## config.mk

```make
export PLATFORM = sky130hd
export DESIGN_NAME = cst_transfer_unit
export DESIGN_NICKNAME = d
export VERILOG_FILES = /design/src/include/cst_pkg.sv /design/src/hdl/cst_cycle_div.sv /design/src/hdl/cst_op_timing.sv /design/src/hdl/cst_transfer_unit.sv
export SDC_FILE = /design/constraint.sdc
export NUM_CORES = 1
export LEC_CHECK = 0
export BUFFER_PORTS_ARGS = -buffer_cell sky130_fd_sc_hd__buf_4
export CAP_MARGIN = 20
export CELL_PAD_IN_SITES_DETAIL_PLACEMENT = 1
export CELL_PAD_IN_SITES_GLOBAL_PLACEMENT = 2
export CORE_MARGIN = 3
export CORE_UTILIZATION = 24
export DETAILED_ROUTE_END_ITERATION = 16
export GPL_TIMING_DRIVEN = 0
export HOLD_SLACK_MARGIN = 0.12
export PLACE_DENSITY = 0.84
export SETUP_SLACK_MARGIN = 0.5
export SYNTH_ARGS = -nofsm -noshare
export SYNTH_HDL_FRONTEND = slang
export SYNTH_HIERARCHICAL = 1
export SYNTH_SLANG_ARGS = --single-unit
```

## constraint.sdc

```tcl
create_clock -name core_clk -period 2.6 [get_ports core_clk]
set_clock_uncertainty 0.15 [all_clocks]
set_input_delay 0.39 -clock core_clk [delete_from_list [all_inputs] [get_ports core_clk]]
set_output_delay 0.39 -clock core_clk [all_outputs]
set_load 0.01 [all_outputs]
```

## src/include/cst_pkg.sv

```systemverilog
// shared constants and types for the transfer and skip timing unit
package cst_pkg;

  // machine-cycle divisors selected by processor_clock_control (core clocks per machine cycle)
  localparam logic [2:0] DIV_SEL0 = 3'h1;
  localparam logic [2:0] DIV_SEL1 = 3'h2;
  localparam logic [2:0] DIV_SEL2 = 3'h4;
  localparam logic [2:0] DIV_SEL3 = 3'h7;

  // machine-cycle counts
  localparam logic [1:0] CYC_ONE = 2'h1;
  localparam logic [1:0] CYC_TWO = 2'h2;
  localparam logic [1:0] CYC_TABLE = 2'h3;
  localparam logic [1:0] SKIP_SHORT = 2'h1;
  localparam logic [1:0] SKIP_LONG = 2'h2;

  // low pointer nibble wrap values that trigger a skip
  localparam logic [3:0] WRAP_INC = 4'h0;
  localparam logic [3:0] WRAP_DEC = 4'hf;

  // reset values
  localparam logic [3:0] NIB_RST = 4'h0;
  localparam logic [1:0] CNT_RST = 2'h0;
  localparam logic [2:0] DIV_RST = 3'h0;

  // address layout
  localparam int PC_W = 15;
  localparam int PC_HI_BIT = 14;
  localparam int B_VALID_W = 3;

  // instructions known to this unit; far-jump and vector ops only matter when skipped
  typedef enum logic [4:0] {
    OP_OTHER_ONE_BYTE,
    OP_OTHER_TWO_BYTE,
    OP_ABSOLUTE_BRANCH,
    OP_LONG_ABSOLUTE_BRANCH,
    OP_ABSOLUTE_CALL,
    OP_LONG_ABSOLUTE_SUBROUTINE_CALL,
    OP_TABLE_VECTOR_CALL,
    OP_LOAD_ACC_IMM,
    OP_LOAD_WIDE_ACC_IMM,
    OP_LOAD_POINTER_PAIR_IMM,
    OP_LOAD_LOW_INDEX_PAIR_IMM,
    OP_LOAD_BC_IMM,
    OP_LOAD_POST_INC,
    OP_LOAD_POST_DEC,
    OP_SWAP_OPERANDS_POST_INC,
    OP_SWAP_OPERANDS_POST_DEC,
    OP_ROM_TABLE_LOAD_PC_DE,
    OP_ROM_TABLE_LOAD_PC_XA,
    OP_ROM_TABLE_LOAD_ABS_DE,
    OP_ROM_TABLE_LOAD_ABS_ACC
  } cst_op_t;

  // string-effect groups
  typedef enum logic [1:0] {
    GRP_NONE,
    GRP_ACC,
    GRP_POINTER
  } cst_grp_t;

endpackage

```

## src/hdl/cst_cycle_div.sv

```systemverilog
// machine-cycle tick generator from the processor clock control setting
`timescale 1ns/10ps
module cst_cycle_div (
  // clock and reset
  input wire logic core_clk,
  input wire logic rst_n,
  // rate select
  input wire logic [1:0] processor_clock_control,
  // one-cycle pulse per machine cycle
  output logic machine_tick
);

  logic [2:0] div_cnt_r;
  logic [2:0] div_cnt_nxt;
  wire logic [2:0] div_last;

  // divisor lookup, one of four rates
  assign div_last = (processor_clock_control == 2'h0) ? cst_pkg::DIV_SEL0 - 3'h1 :
                    (processor_clock_control == 2'h1) ? cst_pkg::DIV_SEL1 - 3'h1 :
                    (processor_clock_control == 2'h2) ? cst_pkg::DIV_SEL2 - 3'h1 :
                                                        cst_pkg::DIV_SEL3 - 3'h1;
  assign machine_tick = (div_cnt_r >= div_last);
  assign div_cnt_nxt = machine_tick ? cst_pkg::DIV_RST : div_cnt_r + 3'h1;

  // divider counter
  always_ff @(posedge core_clk) begin
    if (!rst_n) begin
      div_cnt_r <= cst_pkg::DIV_RST;
    end else begin
      div_cnt_r <= div_cnt_nxt;
    end
  end
endmodule

```

## src/hdl/cst_op_timing.sv

```systemverilog
// per-instruction cycle count, skip cost and string-effect group
`timescale 1ns/10ps
module cst_op_timing (
  // decoded instruction
  input wire cst_pkg::cst_op_t op,
  // timing results
  output logic [1:0] exec_cycles,
  output logic [1:0] skip_cycles,
  output cst_pkg::cst_grp_t group
);

  wire logic is_three_byte;
  wire logic is_table;
  wire logic is_step;
  wire logic is_two_byte;

  // only the four far jumps and calls count as three bytes; vector call does not
  assign is_three_byte = (op == cst_pkg::OP_ABSOLUTE_BRANCH) || (op == cst_pkg::OP_LONG_ABSOLUTE_BRANCH) ||
                         (op == cst_pkg::OP_ABSOLUTE_CALL) ||
                         (op == cst_pkg::OP_LONG_ABSOLUTE_SUBROUTINE_CALL);
  assign skip_cycles = is_three_byte ? cst_pkg::SKIP_LONG : cst_pkg::SKIP_SHORT;

  // execution cycle classes
  assign is_table = (op == cst_pkg::OP_ROM_TABLE_LOAD_PC_DE) || (op == cst_pkg::OP_ROM_TABLE_LOAD_PC_XA) ||
                    (op == cst_pkg::OP_ROM_TABLE_LOAD_ABS_DE) || (op == cst_pkg::OP_ROM_TABLE_LOAD_ABS_ACC);
  assign is_step = (op == cst_pkg::OP_LOAD_POST_INC) || (op == cst_pkg::OP_LOAD_POST_DEC) ||
                   (op == cst_pkg::OP_SWAP_OPERANDS_POST_INC) || (op == cst_pkg::OP_SWAP_OPERANDS_POST_DEC);
  assign is_two_byte = (op == cst_pkg::OP_LOAD_WIDE_ACC_IMM) || (op == cst_pkg::OP_LOAD_POINTER_PAIR_IMM) ||
                       (op == cst_pkg::OP_LOAD_LOW_INDEX_PAIR_IMM) || (op == cst_pkg::OP_LOAD_BC_IMM) ||
                       (op == cst_pkg::OP_OTHER_TWO_BYTE);
  assign exec_cycles = is_table ? cst_pkg::CYC_TABLE :
                       (is_step || is_two_byte) ? cst_pkg::CYC_TWO : cst_pkg::CYC_ONE;

  // string-effect grouping
  assign group = ((op == cst_pkg::OP_LOAD_ACC_IMM) || (op == cst_pkg::OP_LOAD_WIDE_ACC_IMM)) ? cst_pkg::GRP_ACC :
                 (op == cst_pkg::OP_LOAD_POINTER_PAIR_IMM) ? cst_pkg::GRP_POINTER :
                 cst_pkg::GRP_NONE;

endmodule

```

## src/hdl/cst_transfer_unit.sv

```systemverilog
// transfer, table-load and skip timing unit of a 4-bit controller core
// Operation
// - a met skip condition costs extra machine cycles discarding the next instruction
// - skipping a one- or two-byte instruction costs one machine cycle
// - skipping a three-byte instruction costs two machine cycles
// - only the four far branches and calls count as three-byte instructions
// - skipping the table vector call always costs one machine cycle
// - one machine cycle is one cpu clock period; counts use these periods
// - cpu clock period is chosen among four rates by clock control
// - post-increment load: A gets nibble, L increments, 2+S cycles, skip on L=0
// - post-decrement load: A gets nibble, L decrements, 2+S cycles, skip on L=F
// - swap with post step: exchange A and nibble, step L, skip on wrap
// - pc-relative table loads take 3 cycles; high part from PC13-8 or PC14-8
// - absolute table loads use only the low three bits of B
// - absolute table addresses reach 3fff in legacy mode, 7fff in extended mode
// - in legacy mode program counter bit 14 is held at zero
`timescale 1ns/10ps
module cst_transfer_unit (
  // clock and reset
  input wire logic core_clk,
  input wire logic rst_n,
  // mode and rate
  input wire logic [1:0] processor_clock_control,
  input wire logic extended_compat_mode,
  input wire logic [14:0] pc_value,
  // instruction issue
  input wire logic instr_valid,
  input wire cst_pkg::cst_op_t instr_op,
  input wire logic [7:0] instr_imm,
  output logic instr_ready,
  output logic skip_pending,
  output logic skip_busy,
  output logic machine_tick,
  // data memory
  output logic [7:0] ram_addr,
  input wire logic [3:0] ram_rdata,
  output logic [3:0] ram_wdata,
  output logic ram_we,
  // program memory
  output logic [14:0] rom_addr,
  input wire logic [7:0] rom_rdata,
  // register state
  output logic [3:0] acc_a,
  output logic [3:0] acc_x,
  output logic [3:0] ptr_h,
  output logic [3:0] ptr_l,
  output logic [3:0] idx_d,
  output logic [3:0] idx_e,
  output logic [3:0] reg_b,
  output logic [3:0] reg_c
);

  logic [3:0] acc_a_r, acc_x_r, ptr_h_r, ptr_l_r, idx_d_r, idx_e_r, reg_b_r, reg_c_r;
  logic [3:0] acc_a_nxt, acc_x_nxt, ptr_h_nxt, ptr_l_nxt, idx_d_nxt, idx_e_nxt, reg_b_nxt, reg_c_nxt;
  logic [1:0] cnt_r;
  logic [1:0] cnt_nxt;
  logic skip_pending_r;
  logic skip_pending_nxt;
  logic skip_busy_r;
  logic skip_busy_nxt;
  cst_pkg::cst_grp_t last_grp_r;
  cst_pkg::cst_grp_t last_grp_nxt;

  wire logic [1:0] exec_cycles;
  wire logic [1:0] skip_cycles;
  wire cst_pkg::cst_grp_t op_grp;

  // machine-cycle tick
  cst_cycle_div u_div (
    .core_clk(core_clk),
    .rst_n(rst_n),
    .processor_clock_control(processor_clock_control),
    .machine_tick(machine_tick)
  );

  // per-op timing decode
  cst_op_timing u_timing (
    .op(instr_op),
    .exec_cycles(exec_cycles),
    .skip_cycles(skip_cycles),
    .group(op_grp)
  );

  // issue handshake: a new op starts only on a machine-cycle boundary
  wire logic accept;
  wire logic string_hit;
  wire logic discard;
  wire logic exec_do;
  assign instr_ready = machine_tick && (cnt_r <= 2'h1);
  assign accept = instr_ready && instr_valid;
  assign string_hit = (op_grp != cst_pkg::GRP_NONE) && (op_grp == last_grp_r);
  assign discard = skip_pending_r || string_hit;
  assign exec_do = accept && !discard;

  // op class decode
  wire logic op_step_inc;
  wire logic op_step_dec;
  wire logic op_swap;
  wire logic op_load_mem;
  wire logic op_tbl_pc;
  wire logic op_tbl_abs;
  wire logic op_tbl_xa;
  assign op_step_inc = (instr_op == cst_pkg::OP_LOAD_POST_INC) || (instr_op == cst_pkg::OP_SWAP_OPERANDS_POST_INC);
  assign op_step_dec = (instr_op == cst_pkg::OP_LOAD_POST_DEC) || (instr_op == cst_pkg::OP_SWAP_OPERANDS_POST_DEC);
  assign op_swap = (instr_op == cst_pkg::OP_SWAP_OPERANDS_POST_INC) ||
                   (instr_op == cst_pkg::OP_SWAP_OPERANDS_POST_DEC);
  assign op_load_mem = op_step_inc || op_step_dec;
  assign op_tbl_pc = (instr_op == cst_pkg::OP_ROM_TABLE_LOAD_PC_DE) || (instr_op == cst_pkg::OP_ROM_TABLE_LOAD_PC_XA);
  assign op_tbl_abs = (instr_op == cst_pkg::OP_ROM_TABLE_LOAD_ABS_DE) ||
                      (instr_op == cst_pkg::OP_ROM_TABLE_LOAD_ABS_ACC);
  assign op_tbl_xa = (instr_op == cst_pkg::OP_ROM_TABLE_LOAD_PC_XA) ||
                     (instr_op == cst_pkg::OP_ROM_TABLE_LOAD_ABS_ACC);

  // low pointer step and wrap detection
  wire logic [3:0] l_step;
  wire logic step_wrap;
  assign l_step = op_step_inc ? ptr_l_r + 4'h1 : ptr_l_r - 4'h1;
  assign step_wrap = op_step_inc ? (l_step == cst_pkg::WRAP_INC) : (l_step == cst_pkg::WRAP_DEC);

  // table address forming
  wire logic [14:0] pc_eff;
  wire logic [7:0] tbl_lo;
  wire logic [14:0] abs_addr;
  assign pc_eff = {pc_value[cst_pkg::PC_HI_BIT] & extended_compat_mode,
                   pc_value[cst_pkg::PC_HI_BIT-1:0]};
  assign tbl_lo = op_tbl_xa ? {acc_x_r, acc_a_r} : {idx_d_r, idx_e_r};
  assign abs_addr = {reg_b_r[cst_pkg::B_VALID_W-1] & extended_compat_mode,
                     reg_b_r[cst_pkg::B_VALID_W-2:0], reg_c_r, tbl_lo};
  assign rom_addr = op_tbl_pc ? {pc_eff[cst_pkg::PC_HI_BIT:8], tbl_lo} : abs_addr;

  // data memory port
  assign ram_addr = {ptr_h_r, ptr_l_r};
  assign ram_wdata = acc_a_r;
  assign ram_we = exec_do && op_swap;

  // accumulator next values
  wire logic wr_acc_imm;
  wire logic wr_wide_imm;
  wire logic wr_tbl;
  assign wr_acc_imm = exec_do && (instr_op == cst_pkg::OP_LOAD_ACC_IMM);
  assign wr_wide_imm = exec_do && (instr_op == cst_pkg::OP_LOAD_WIDE_ACC_IMM);
  assign wr_tbl = exec_do && (op_tbl_pc || op_tbl_abs);
  assign acc_a_nxt = (wr_acc_imm || wr_wide_imm) ? instr_imm[3:0] :
                     wr_tbl ? rom_rdata[3:0] :
                     (exec_do && op_load_mem) ? ram_rdata : acc_a_r;
  assign acc_x_nxt = wr_wide_imm ? instr_imm[7:4] : wr_tbl ? rom_rdata[7:4] : acc_x_r;

  // pointer and index pair next values
  wire logic wr_hl;
  wire logic wr_de;
  wire logic wr_bc;
  assign wr_hl = exec_do && (instr_op == cst_pkg::OP_LOAD_POINTER_PAIR_IMM);
  assign wr_de = exec_do && (instr_op == cst_pkg::OP_LOAD_LOW_INDEX_PAIR_IMM);
  assign wr_bc = exec_do && (instr_op == cst_pkg::OP_LOAD_BC_IMM);
  assign ptr_h_nxt = wr_hl ? instr_imm[7:4] : ptr_h_r;
  assign ptr_l_nxt = wr_hl ? instr_imm[3:0] : (exec_do && op_load_mem) ? l_step : ptr_l_r;
  assign idx_d_nxt = wr_de ? instr_imm[7:4] : idx_d_r;
  assign idx_e_nxt = wr_de ? instr_imm[3:0] : idx_e_r;
  assign reg_b_nxt = wr_bc ? instr_imm[7:4] : reg_b_r;
  assign reg_c_nxt = wr_bc ? instr_imm[3:0] : reg_c_r;

  // cycle budget, skip request and string-effect history
  assign cnt_nxt = accept ? (discard ? skip_cycles : exec_cycles) :
                   (machine_tick && cnt_r != cst_pkg::CNT_RST) ? cnt_r - 2'h1 : cnt_r;
  assign skip_pending_nxt = accept ? (exec_do && op_load_mem && step_wrap) : skip_pending_r;
  assign skip_busy_nxt = accept ? discard : skip_busy_r;
  assign last_grp_nxt = accept ? op_grp : last_grp_r;

  // status outputs
  assign skip_pending = skip_pending_r;
  assign skip_busy = skip_busy_r && (cnt_r != cst_pkg::CNT_RST);
  assign acc_a = acc_a_r;
  assign acc_x = acc_x_r;
  assign ptr_h = ptr_h_r;
  assign ptr_l = ptr_l_r;
  assign idx_d = idx_d_r;
  assign idx_e = idx_e_r;
  assign reg_b = reg_b_r;
  assign reg_c = reg_c_r;

  // register file
  always_ff @(posedge core_clk) begin
    if (!rst_n) begin
      acc_a_r <= cst_pkg::NIB_RST;
      acc_x_r <= cst_pkg::NIB_RST;
      ptr_h_r <= cst_pkg::NIB_RST;
      ptr_l_r <= cst_pkg::NIB_RST;
      idx_d_r <= cst_pkg::NIB_RST;
      idx_e_r <= cst_pkg::NIB_RST;
      reg_b_r <= cst_pkg::NIB_RST;
      reg_c_r <= cst_pkg::NIB_RST;
    end else begin
      acc_a_r <= acc_a_nxt;
      acc_x_r <= acc_x_nxt;
      ptr_h_r <= ptr_h_nxt;
      ptr_l_r <= ptr_l_nxt;
      idx_d_r <= idx_d_nxt;
      idx_e_r <= idx_e_nxt;
      reg_b_r <= reg_b_nxt;
      reg_c_r <= reg_c_nxt;
    end
  end

  // sequencing state
  always_ff @(posedge core_clk) begin
    if (!rst_n) begin
      cnt_r <= cst_pkg::CNT_RST;
      skip_pending_r <= 1'b0;
      skip_busy_r <= 1'b0;
      last_grp_r <= cst_pkg::GRP_NONE;
    end else begin
      cnt_r <= cnt_nxt;
      skip_pending_r <= skip_pending_nxt;
      skip_busy_r <= skip_busy_nxt;
      last_grp_r <= last_grp_nxt;
    end
  end
endmodule

```

; ---- After elaboration in Yosys (flattened, before gate mapping)
; Index checks and enable logic that the tools add are counted.
[totals]
elab_cells = 115
out_inout_bits = 64
inputBits = 46
ff_bits = 41
[classes]
order_cmp = 2
n_bitwise = 3
n_addsub = 4
n_reduce_logical = 49
n_eq_ne = 22
n_mux = 22
[op_table]
columns = cell, count
row1 = "5-bit by 4-bit == test with 1-bit output, second input constant", 8
row2 = 4-bit 2-to-1 mux, 8
row3 = 1-bit logical OR, 24
row4 = "5-bit == test, second input constant", 4
row5 = 2-bit 2-to-1 mux, 8
row6 = "5-bit by 3-bit == test with 1-bit output, second input constant", 3
row7 = 1-bit logical AND, 15
row8 = 15-bit 2-to-1 mux, 1
row9 = "5-bit by 2-bit == test with 1-bit output, second input constant", 2
row10 = 2-bit nonzero test, 5
row11 = 3-bit 2-to-1 mux, 3
row12 = 8-bit 2-to-1 mux, 1
row13 = "5-bit by 1-bit == test with 1-bit output, second input constant", 1
row14 = "4-bit by 1-bit adder with 4-bit output, second input constant", 1
row15 = "4-bit == test, second input constant", 1
row16 = 4-bit logical NOT, 1
row17 = "4-bit by 1-bit subtractor with 4-bit output, second input constant", 1
row18 = "3-bit by 1-bit adder with 3-bit output, second input constant", 1
row19 = 3-bit >= comparator, 1
row20 = 3-bit nonzero test, 1
row21 = 1-bit AND, 2
row22 = "2-bit by 1-bit == test with 1-bit output, second input constant", 1
row23 = 2-bit == test, 1
row24 = "2-bit == test, second input constant", 1
row25 = 7 further kinds, 7

; ---- Depth between registers and ports, before layout
; Gate-level depths: netlist of the first run.
[depth]
depth_word = 12
depth_mapped = 12
mapped_depth_nobuf = 10

; ---- Hierarchy
; Netlist of the first run, hierarchy kept.
[modules_own_cells]
columns = mod, seq_area_each_um2, instances, area_each_um2, cells_per_inst
row1 = cst_transfer_unit, 760.7, 1, 2262.2, 258
row2 = cst_cycle_div, 60.1, 1, 236.5, 25
row3 = cst_op_timing, 0.0, 1, 90.1, 15

; ---- Worst setup path after synthesis of the first run
; Ideal clock, no wire load.
[synth_path]
kind = input -> register
startpoint = input port processor_clock_control[0]
endpoint = register acc_x_r[2] (netlist: acc_x[2])
path_stages = 12
required_time_ps = 2335
t_arrival_ps = 2720
path_buffers = 2
setup_slack_ps = -385
setup_ps = 115
cell_sequence = inv_1 > ha_1 > or2_2 > ha_1 > nand2_1 > o21ai_0 > and3_1 > buf_6 > clkbuf_1 > and3_2 > o22ai_1 > and2_1
[synth_via]
elab_chain_len = 10
word_cells_on_any_way = 14
cone_classes = order compare (1) / eq/ne (2) / mux (4) / reduce/logical (7)
[synth_lines]
columns = element, line
row1 = start: declaration, cst_transfer_unit.sv:23  ; input wire logic [1:0] processor_clock_control,
row2 = 2-bit == test, cst_cycle_div.sv:20  ; (processor_clock_control == 2'h2) ? cst_pkg::DIV_SEL2 - 3'h1 :
row3 = 3-bit 2-to-1 mux, cst_cycle_div.sv:20
row4 = 3-bit 2-to-1 mux, cst_cycle_div.sv:19  ; (processor_clock_control == 2'h1) ? cst_pkg::DIV_SEL1 - 3'h1 :
row5 = 3-bit 2-to-1 mux (*), cst_cycle_div.sv:18  ; assign div_last = (processor_clock_control == 2'h0) ? cst_pkg::DIV_SEL0 - 3'h1 :
row6 = 3-bit >= comparator (*), cst_cycle_div.sv:22  ; assign machine_tick = (div_cnt_r >= div_last);
row7 = named net machine_tick, cst_transfer_unit.sv:33  ; output logic machine_tick,
row8 = 1-bit logical AND (*), cst_transfer_unit.sv:89  ; assign instr_ready = machine_tick && (cnt_r <= 2'h1);
row9 = 1-bit logical AND (*), cst_transfer_unit.sv:90  ; assign accept = instr_ready && instr_valid;
row10 = 1-bit logical AND (*), cst_transfer_unit.sv:93  ; assign exec_do = accept && !discard;
row11 = 1-bit logical AND (on tied branches), "cst_transfer_unit.sv:141, cst_transfer_unit.sv:142"
row12 = 4-bit 2-to-1 mux or 2-bit nonzero test (tied branches), -
row13 = end signal: assignment, cst_transfer_unit.sv:185  ; acc_x_r <= cst_pkg::NIB_RST;
row14 = end signal: assignment, cst_transfer_unit.sv:194  ; acc_x_r <= acc_x_nxt;
row15 = end: declaration, cst_transfer_unit.sv:53  ; logic [3:0] acc_a_r, acc_x_r, ptr_h_r, ptr_l_r, idx_d_r, idx_e_r, reg_b_r, reg_c_r;
; Mark *: on every way through the listed nets, which the timed path passes. The rest lies on a longest branch.
; A chain may end at the register's enable or synchronous reset.

; ---- Worst setup path after layout of the first run
[layout_path]
startpoint = input port instr_op[2]
endpoint = output port ram_we
[layout_via]
elab_chain_len = 9
word_cells_on_any_way = 16
cone_classes = eq/ne (6) / mux (2) / reduce/logical (8)
[layout_lines]
columns = element, line
row1 = start: declaration, cst_transfer_unit.sv:28  ; input wire cst_pkg::cst_op_t instr_op,
row2 = 5-bit by 3-bit == test with 1-bit output or 5-bit by 4-bit == test with 1-bit output (tied branches), cst_op_timing.sv:35  ; assign group = ((op == cst_pkg::OP_LOAD_ACC_IMM) || (op == cst_pkg::OP_LOAD_WIDE_ACC_IMM)) ? cst_pkg::GRP_ACC ...
row3 = 1-bit logical OR (*), cst_op_timing.sv:35
row4 = 2-bit 2-to-1 mux (*), cst_op_timing.sv:35
row5 = named net op_grp[0], cst_transfer_unit.sv:66  ; wire cst_pkg::cst_grp_t op_grp;
row6 = 2-bit == test or 2-bit nonzero test (tied branches), cst_transfer_unit.sv:91  ; assign string_hit = (op_grp != cst_pkg::GRP_NONE) && (op_grp == last_grp_r);
row7 = 1-bit logical AND (*), cst_transfer_unit.sv:91
row8 = 1-bit logical OR (*), cst_transfer_unit.sv:92  ; assign discard = skip_pending_r || string_hit;
row9 = 1-bit logical NOT (*), cst_transfer_unit.sv:93
row10 = 1-bit logical AND (*), cst_transfer_unit.sv:93
row11 = 1-bit logical AND (*), cst_transfer_unit.sv:134  ; assign ram_we = exec_do && op_swap;
row12 = end: declaration, cst_transfer_unit.sv:38  ; output logic ram_we,
; Marked as above.

==> results.md, run 1 <==
* Run status: finished clean
* Fin crit period at 2540 ps
* Via density per instance at 4.75
* Syn nets at 358
* Max_cap viols at 0
* Max Buffers Root-to-Sink at 2
* Layout cells sized above 1 at 59.2%
* Diode count at 0
* Crit end category: primary output
* Die area at 12,100 sq um
* Crit path launch: instr_op[2]
* Via count at 2,781
* Highest routed layer: met4
* Register area share after synthesis at 31.7%
* Crit Path Category: primary input to primary output
* WL final at 10,100 um
* IO Count at 110
* Antenna-violating nets left at 0
* Worst vdd ir at 0.277 mV
* Delay of the slowest critical-path stage at 340 ps
* Hold wc startpoint: rst_n
* Post-Route M1 WL at 4540 um
* Clk network pwr share at 29.8%
* Die W at 110 um
* Place WS at -261 ps
* Nets@finish at 508
* Mapped Cells at 298
* R2R Path Start: u_div/div_cnt_r[0]$_SDFF_PP0_
* Cell row count at 37
* Worst-path clk slew at 90 ps
* Die Height at 110 um
* Rel. slew slack at 50.2%
* Tightest Hold Check Type: primary input to register
* Clk root buf: clkbuf_8
* Top cells by area, synth: dfxtp_1 (32%), mux2_2 (6.5%), ha_1 (6.3%), o21ai_0 (4.3%), buf_4 (4.1%)
* Critical path required time at 2060 ps
* Number of port buffers at 101
* Ys Warns at 6
* Fin cells at 585
* Total congestion overflow at 0
* Initial antenna violation count at 0
* Biggest area consumer among synthesized cells: dfxtp_1
* TritonRoute pass-1 iters at 4
* Post-synth cell types at 55
* Initial DRC count at 135
* Most used DFF post-synth: dfxtp_1
* TNS Setup at 0 ps
* Worst-path fanout max at 3
* Total power per unit cell area at 448 nW/um^2
* RSZ-0062 raised after global routing: true
* Worst setup SP type: primary input
* Post-DP HPWL at 6980 um
* Syn avg cell area at 8.69 sq um
* Placed insts at 535
* FILL cells at 1,194
* Sw frac at 30.6%
* NetSw at 0.651 mW
* Avg WL per Cell at 17.3 um
* Fin worst setup slack at 62.0 ps
* Post-synth EDFFs at 0
* Area Growth Syn to Fin at 83.8%
* Delay-heaviest family, CP: simple AND/OR/NAND/NOR gates
* Worst Hold Slack at 210 ps
* Clk_lat worst skew at 300 ps
* Tot Pwr at 2.13 mW
* DR WL met2 at 5030 um
* Initial Util at 24.9%
* Cts hold-fix bufs at 0
* Leakage at 2.11 nW
* Register bit total from synthesis at 41
* Gate power share at 37.1%
* Period utilization at 97.6%
* Largest net degree at the start of global routing at 15
* P_int at 1.48 mW
* TritonCTS clock tree: done
* Sequential power share at 33.1%
* Crit path DAT at 2000 ps
* Worst-Margin Slew at 745 ps
* Fin. max-slew vios at 0
* H-tree Lvls at 2
* DRC at 0
* Clock Sinks at 41
* GP Congestion at 0.767
* Async set or reset register ratio after synthesis at 0%
* Metal3 WL at 485 um
* Total core area at 10,400 sq um
* Total CTS buffers at 5
* First-pass GRT wire length at 14,600 um
* Final setup violation count at 0
* Total GRT Usage at 15.3%
* Crit path buf inv count at 3
* Top-area cell type share of the netlist area at 31.7%
* Final Hold Vio Count at 0
* Vias in the first global route at 2,851
* Crit-path slowest cell: or3_4
* F_max at 394 MHz
* Worst path cell trace: buf_12, nand2b_4, or3_4, a21oi_4, xnor2_2, a311oi_4, buf_6, nand3b_4, nor2_4, buf_4
* Synth Cell Area at 2590 sq um
layout make-up:
class	instances	area, sq um	area share [%]
timing repair buffer	143	1300	27.2
clock inverter	3	68.8	1.45
inverter	25	106	2.24
tap	136	170	3.58
sequential	41	821	17.3
multi-input combinational	206	2010	42.2
clock buffer	5	68.8	1.45
buffer	26	218	4.58
kinds of logic after synthesis:
group | synth area share, %
AOI/OAI and AO/OA | 18.3
xor gates and xnor gates | 2.61
adders and majority gates | 7.06
buffers and inverters | 10.4
DFF | 31.7
muxes | 8.46
and+or+nand+nor | 21.4
worst register-to-register path, stage by stage, from the launching register on:
cell,delay (ps)
dfxtp_1,370
inv_1,60
ha_1,330
nor2b_4,160
o21ai_4,60
and3_4,170
buf_8,130
buf_4,130
buf_6,110
buf_8,120
and3_4,170
o221a_4,250
path summary, 6_finish.rpt:
path,to,slack [ps],cells after the start
worst max-delay path,ram_we,60,10
worst min-delay path,u_div/div_cnt_r[2]$_SDFF_PP0_,210,3
worst max register to register,acc_x[3]$_SDFFE_PN0P_,300,11
worst min register to register,u_div/div_cnt_r[0]$_SDFF_PP0_,310,1
cell usage in the layout, fill, tap and decap left out, drive strengths merged, types with 2 or more instances in the layout:
| master | instances |
|---|---|
| nand2 | 23 |
| nor2 | 16 |
| nand3b | 2 |
| nor2b | 11 |
| and2 | 2 |
| inv | 26 |
| nand2b | 4 |
| o22a | 3 |
| nand4 | 4 |
| o21ai | 22 |
| buf | 165 |
| clkbuf | 9 |
| nand3 | 20 |
| mux2 | 15 |
| o221a | 3 |
| nor3 | 2 |
| xnor2 | 5 |
| a211oi | 2 |
| o32ai | 4 |
| bufinv | 2 |
| o21a | 2 |
| ha | 13 |
| a21oi | 6 |
| o211ai | 2 |
| a21boi | 5 |
| mux2i | 5 |
| and3 | 6 |
| dfxtp | 41 |
| o22ai | 8 |
| a21o | 3 |
| nand4b | 2 |
per-layer routing:
layer | up-vias | track usage, %
met3 | 7 | 2.94
met5 | - | 0
met1 | 1357 | 20.3
li1 | 1343 | -
met4 | 0 | 2.40
met2 | 74 | 26.1
flip-flops by register name (all words and copies together) (netlist names), 3 cells and up:
name and cells:
acc_x 4, idx_d 4, reg_b 4, ptr_l 4
ptr_h 4, reg_c 4, acc_a 4, idx_e 4
u_div/div_cnt_r 3
power by group through the flow:
stage                     registers (mW)  logic, mW  clock network (mW)
after floorplan                    0.709      0.340                   0
after global placement             0.712      0.519                   0
after detailed placement           0.714      0.540                   0
after CTS                          0.701      0.634               0.649
after global routing               0.712      0.867               0.671
final                              0.705      0.791               0.636
timing repair:
action                     in CTS  in global routing
gates resized for setup        69                 60
pin swaps                      21                 29
cloned                          2                  1
setup endpoints to repair      56                 56
setup buffers                  23                 16
per-stage QoR:
stage | area, sq um | utilization, %
finish | 4760 | 45.7
global route | 4760 | 45.7
CTS | 4360 | 41.8
detailed placement | 3730 | 35.8
global placement | 3730 | 35.8
floorplan | 2810 | -
synthesized netlist by cell type, types with 2 or more instances:
master    instances
dfxtp_1          41
inv_1            25
nand2_1          23
o21ai_0          22
nand3_1          20
mux2_2           15
buf_4            14
nor2_1           14
ha_1             13
nor2b_1          10
o22ai_1           8
a21boi_0          5
and3_1            5
mux2i_1           5
xnor2_1           5
a21oi_1           4
clkbuf_1          4
nand2b_1          4
o32ai_1           4
a21o_1            3
buf_2             3
buf_6             3
nand4_1           3
o221a_2           3
o22a_1            3
a211oi_1          2
a21oi_2           2
and2_1            2
buf_1             2
nand4b_1          2
nor2_2            2
nor3_1            2
o211ai_2          2
o21a_1            2
Power figures use the tool's default switching activity.
==> run 2, diff against run 1 <==
--- a/config.mk
+++ b/config.mk
@@ -5,7 +5,7 @@
 export SDC_FILE = /design/constraint.sdc
 export NUM_CORES = 1
 export LEC_CHECK = 0
-export BUFFER_PORTS_ARGS = -buffer_cell sky130_fd_sc_hd__buf_4
+export BUFFER_PORTS_ARGS = -buffer_cell sky130_fd_sc_hd__buf_2
 export CAP_MARGIN = 20
 export CELL_PAD_IN_SITES_DETAIL_PLACEMENT = 1
 export CELL_PAD_IN_SITES_GLOBAL_PLACEMENT = 2
==> results.md, run 2 (synthesis gave the netlist of run 1 again) <==
* Run status: finished clean
* Clk_lat worst skew at 300 ps (about the same)
* Clk network pwr share at 24.2% (-5.6 points)
* Fin area at 4510 sq um (-5.3%)
* Avg WL per Cell at 17.1 um (-1.1%)
* First-pass GRT wire length at 14,800 um (+1.4%)
* F_max at 395 MHz (+0.23%)
* Initial antenna violation count at 0 (unchanged)
* Largest net degree at the start of global routing at 15 (unchanged)
* TritonRoute pass-1 iters at 4 (unchanged)
* GP Congestion at 0.776 (+1.1%)
* Crit path DAT at 1990 ps (about the same)
* RSZ-0062 raised after global routing: true
* Fin crit period at 2530 ps (-5.86 ps)
* Leakage at 2.05 nW (-3.1%)
* NetSw at 0.638 mW (-2.1%)
* WL final at 10,000 um (-0.97%)
* Total core area at 10,400 sq um (unchanged)
* Max_cap viols at 0 (unchanged)
* Worst-path clk slew at 80 ps (about the same)
* Critical path required time at 2060 ps (about the same)
* Tot Pwr at 1.91 mW (-10%)
* Tightest Hold Check Type: primary input to register
* Fin worst setup slack at 67.8 ps (+5.86 ps)
* P_int at 1.28 mW (-14%)
* Crit-path slowest cell: ha_4
* Nets@finish at 509 (+0.20%)
* Total power per unit cell area at 425 nW/um^2 (-5.3%)
* Die Height at 110 um (unchanged)
* Commonest non-fill, non-tap cell in the layout: buf_2
* Diode count at 0 (unchanged)
* Gate power share at 39.1% (+2.0 points)
* Cts hold-fix bufs at 0 (unchanged)
* Sequential power share at 36.8% (+3.7 points)
* Most frequent cells in the layout: buf_2 (78), buf_6 (41), dfxtp_1 (41)
* Rel. slew slack at 50.6% (+0.40 points)
* Max Buffers Root-to-Sink at 2 (unchanged)
* Die W at 110 um (unchanged)
* Dpl cell area at 3480 sq um (-6.8%)
* Initial Util at 24.9% (unchanged)
* IO Count at 110 (unchanged)
* TritonCTS clock tree: done
* Period utilization at 97.4% (-0.23 points)
* Worst vdd ir at 0.322 mV (+16%)
* Initial DRC count at 115 (-15%)
* Delay of the slowest critical-path stage at 280 ps (-60 ps)
* Worst path cell trace: buf_12, inv_12, ha_4, or2_4, ha_4, nand2_4, o21ai_4, and3_4, buf_8, nand3b_4, nor2_4, buf_6
* Worst-Margin Slew at 741 ps (-4.43 ps)
* Post-DP HPWL at 6900 um (-1.1%)
* Clock Sinks at 41 (unchanged)
* Number of port buffers at 101 (unchanged)
* Final Hold Vio Count at 0 (unchanged)
* Vias in the first global route at 2,794 (-2.0%)
* Antenna-violating nets left at 0 (unchanged)
* TNS Setup at 0 ps (unchanged)
* Die area at 12,100 sq um (unchanged)
* Area Growth Syn to Fin at 74.1%
* Layout cells sized above 1 at 58.4% (-0.80 points)
* Place WS at -305 ps (-44.2 ps)
* Worst-path fanout max at 2 (-1)
* H-tree Lvls at 2 (unchanged)
* CP most frequent cell: ha_4
* Crit end category: primary output
* Via density per instance at 4.78 (+0.55%)
* Total GRT Usage at 15.6% (+0.32 points)
* Worst setup SP type: primary input
* Fin. max-slew vios at 0 (unchanged)
* DRC at 0 (unchanged)
* Final setup violation count at 0 (unchanged)
* Cell row count at 37 (unchanged)
* Total congestion overflow at 0 (unchanged)
* Sw frac at 33.3% (+2.8 points)
* Clk root buf: clkbuf_8
* Total CTS buffers at 5 (unchanged)
* Via count at 2,801 (+0.72%)
* Crit Path Category: primary input to primary output
* Worst Hold Slack at 225 ps (+14.1 ps)
## run 2: cell count changes in the layout (fill, tap and decap cells not counted), moves of 2 or more
cell and change:
buf_2 +77, buf_4 -76, o221a_2 +3, o221a_4 -3
a21boi_1 +2, a21boi_2 -2, bufinv_16 -2, ha_1 +2
inv_2 -2, nand2_1 +2
## run 2: power by group through the flow
stage	Combinational, mW	Sequential [mW]	Clock [mW]
6_report	0.747	0.703	0.463
3_5_place_dp	0.503	0.715	0
2_1_floorplan	0.340	0.709	0
5_1_grt	0.814	0.711	0.500
4_1_cts	0.679	0.702	0.469
3_3_place_gp	0.483	0.711	0
## run 2: timing repair
item	in CTS	in global routing
resized for setup	71	57
buffers inserted	30	11
endpoints found under the setup margin	56	56
pin swaps	26	20
cloned	2	0
## run 2: final cells by class
type,instances,area (sq um)
fill,1207,5910
multi-input combinational,206,1970
sequential,41,821
inverter,25,109
tap,136,170
timing repair buffer,144,1110
buffer,26,221
clock buffer,6,82.6
clock inverter,2,13.8
## run 2: critical path: cells and delay by family
family          cells  cell delay (ps)
simple gates        5              690
buf+inv             4              330
compound gates      1              150
fa+ha+maj           2              410
## run 2: layer usage
layer	global-route usage, %	part of all wire (%)
met3	2.88	4.9
met5	0	0
met4	2.40	0.43
met1	20.8	44
met2	26.7	50
## run 2: per-stage QoR
stage,utilization (%),instances
2_1_floorplan,-,298
3_3_place_gp,33.4,535
3_5_place_dp,33.4,535
4_1_cts,39.9,575
5_1_grt,43.3,586
6_report,43.3,586
## run 2: final timing paths
kind	from	to	slack [ps]	cells after the start
min reg2reg	u_div/div_cnt_r[0]$_SDFF_PP0_	u_div/div_cnt_r[0]$_SDFF_PP0_	310	1
min	rst_n	u_div/div_cnt_r[1]$_SDFF_PP0_	220	3
max	processor_clock_control[1]	ram_we	70	12
max reg2reg	u_div/div_cnt_r[0]$_SDFF_PP0_	skip_pending$_SDFFE_PN0P_	270	13
==> run 3, diff against run 2 <==
--- a/config.mk
+++ b/config.mk
@@ -10,11 +10,11 @@
 export CELL_PAD_IN_SITES_DETAIL_PLACEMENT = 1
 export CELL_PAD_IN_SITES_GLOBAL_PLACEMENT = 2
 export CORE_MARGIN = 3
-export CORE_UTILIZATION = 24
+export CORE_UTILIZATION = 27
 export DETAILED_ROUTE_END_ITERATION = 16
 export GPL_TIMING_DRIVEN = 0
 export HOLD_SLACK_MARGIN = 0.12
-export PLACE_DENSITY = 0.84
+export PLACE_DENSITY = 0.89
 export SETUP_SLACK_MARGIN = 0.5
 export SYNTH_ARGS = -nofsm -noshare
 export SYNTH_HDL_FRONTEND = slang
==> constraint.sdc (replaced) <==
create_clock -name core_clk -period 2.89 [get_ports core_clk]
set_clock_uncertainty 0.15 [all_clocks]
set_input_delay 0.4335 -clock core_clk [delete_from_list [all_inputs] [get_ports core_clk]]
set_output_delay 0.4335 -clock core_clk [all_outputs]
set_load 0.01 [all_outputs]
==> results.md, run 3 (synthesis gave the netlist of run 1 again) <==
* Run status: finished clean
* Crit Path Category: primary input to primary output
* Nets@finish at 518 (+1.8%)
* Total GRT Usage at 17.4% (+1.8 points)
* Via density per instance at 5.12 (+7.1%)
* Clk root buf: clkbuf_8
* F_max at 383 MHz
* Total core area at 9280 sq um (-11%)
* DRC at 0 (unchanged)
* Delay of the slowest critical-path stage at 340 ps (+60 ps)
* WL final at 11,500 um (+15%)
* Clk_lat worst skew at 300 ps (about the same)
* RSZ-0062 raised after global routing: true
* Die W at 104 um (-5.4%)
* Dpl cell area at 3430 sq um (-1.4%)
* Fin area at 4570 sq um (+1.4%)
* Post-DP HPWL at 6760 um (-2.0%)
* Leakage at 2.11 nW (+2.9%)
* Worst path cell trace: buf_12, nand2b_4, or3_4, a21oi_4, xnor2_2, a311oi_4, buf_6, nand3b_4, nor2_4, buf_6
* FILL cells at 1,081 (-10%)
* Commonest non-fill, non-tap cell in the layout: buf_2
* Cell row count at 35 (-5.4%)
* Worst vdd ir at 0.263 mV (-18%)
* Worst-path clk slew at 90 ps (about the same)
* Worst-path fanout max at 3 (+1)
* Antenna-violating nets left at 0 (unchanged)
* Initial DRC count at 100 (-13%)
* Vias in the first global route at 3,010 (+7.7%)
* Max Buffers Root-to-Sink at 2 (unchanged)
* Period utilization at 90.4%
* Total CTS buffers at 5 (unchanged)
* Layout cells sized above 1 at 58.8% (+0.38 points)
* Total congestion overflow at 0 (unchanged)
* Place WS at -148 ps (+157 ps)
* Crit-path slowest cell: or3_4
* GP Congestion at 0.765 (-1.4%)
* CP most frequent cell: buf_6
* Avg WL per Cell at 19.6 um (+14%)
* Most frequent cells in the layout: buf_2 (82), buf_4 (43), dfxtp_1 (41)
* Crit path DAT at 2030 ps (+40 ps)
* Worst setup SP type: primary input
* Fin worst setup slack at 276 ps (+208 ps)
* Fin cells at 589 (+0.51%)
* Initial antenna violation count at 1 (+1)
* Total power per unit cell area at 365 nW/um^2 (-14%)
* Final Hold Vio Count at 0 (unchanged)
* Worst-Margin Slew at 899 ps (+159 ps)
* Largest net degree at the start of global routing at 15 (unchanged)
* Die Height at 104 um (-5.4%)
* Rel. slew slack at 39.9% (-11 points)
* Initial Util at 27.9% (+3.0 points)
* TritonCTS clock tree: done
* Fin. max-slew vios at 0 (unchanged)
* Critical path required time at 2310 ps (+250 ps)
* Number of port buffers at 101 (unchanged)
* Fin crit period at 2610 ps
* Tightest Hold Check Type: primary input to register
* IO Count at 110 (unchanged)
* Die area at 10,800 sq um (-11%)
* H-tree Lvls at 2 (unchanged)
* TritonRoute pass-1 iters at 4 (unchanged)
* Area Growth Syn to Fin at 76.5%
* Crit end category: primary output
* First-pass GRT wire length at 15,500 um (+5.0%)
* Final setup violation count at 0 (unchanged)
* Max_cap viols at 0 (unchanged)
* Clock Sinks at 41 (unchanged)
* Placed insts at 528 (-1.3%)
* Via count at 3,014 (+7.6%)
## run 3: cell types whose count changed in the layout (fill, tap and decap cells not counted), sizes merged
cell	previous run	this run
diode	0	1
clkbuf	9	11
buf	167	173
clkinvlp	0	1
## run 3: routing by layer
metal  share of wire, %  GRT usage, %
met1                 39          21.7
met2                 51          31.2
met3                6.3          3.41
met4                3.9          3.70
met5                  0             0
## run 3: cell type report
type | count | area [sq um] | area share, %
inverters | 25 | 106 | 2.33
clock buffers | 5 | 68.8 | 1.51
plain buffers | 26 | 235 | 5.15
well taps | 129 | 161 | 3.53
multi-input cells | 206 | 1950 | 42.7
diodes | 1 | 2.50 | 0.0548
clock inverters | 3 | 17.5 | 0.383
flip-flops and latches | 41 | 821 | 18.0
repair buffers | 153 | 1200 | 26.4
## run 3: repair_timing
| item | CTS | global route |
|---|---|---|
| hold buffers | 0 | 0 |
| endpoints found under the hold margin | 0 | 0 |
| pin swaps | 15 | 20 |
| resized for setup | 48 | 84 |
| setup endpoints to repair | 51 | 50 |
| setup buffers | 20 | 28 |
| cloned | 3 | 1 |
## run 3: per-stage QoR
step	TNS, ps	utilization [%]	hold slack, ps	power [mW]
final	0	49.2	273	1.67
after global routing	0	49.2	263	1.77
after CTS	0	42.5	273	1.56
after detailed placement	-900	37.0	304	1.09
after global placement	-138	37.0	286	1.07
after floorplan	0	-	267	0.938
## run 3: where the power goes
group	internal, mW	switching [mW]	leakage (nW)
Clock	0.167	0.226	0.0439
Sequential	0.598	0.0312	0.331
Combinational	0.322	0.324	1.73
## run 3: worst paths after layout
check | from | end | slack [ps] | cells after the start
min | rst_n | u_div/div_cnt_r[1]$_SDFF_PP0_ | 270 | 3
max reg2reg | u_div/div_cnt_r[0]$_SDFF_PP0_ | ptr_l[2]$_SDFFE_PN0P_ | 540 | 11
min reg2reg | idx_d[1]$_SDFFE_PN0P_ | idx_d[1]$_SDFFE_PN0P_ | 340 | 2
max | instr_op[2] | ram_we | 280 | 10
## run 3: critical path: cells and delay by family
kind,cells,cell delay [ps]
xor gates and xnor gates,1,110
AOI/OAI and AO/OA,2,450
and+or+nand+nor,4,660
buffers and inverters,3,370
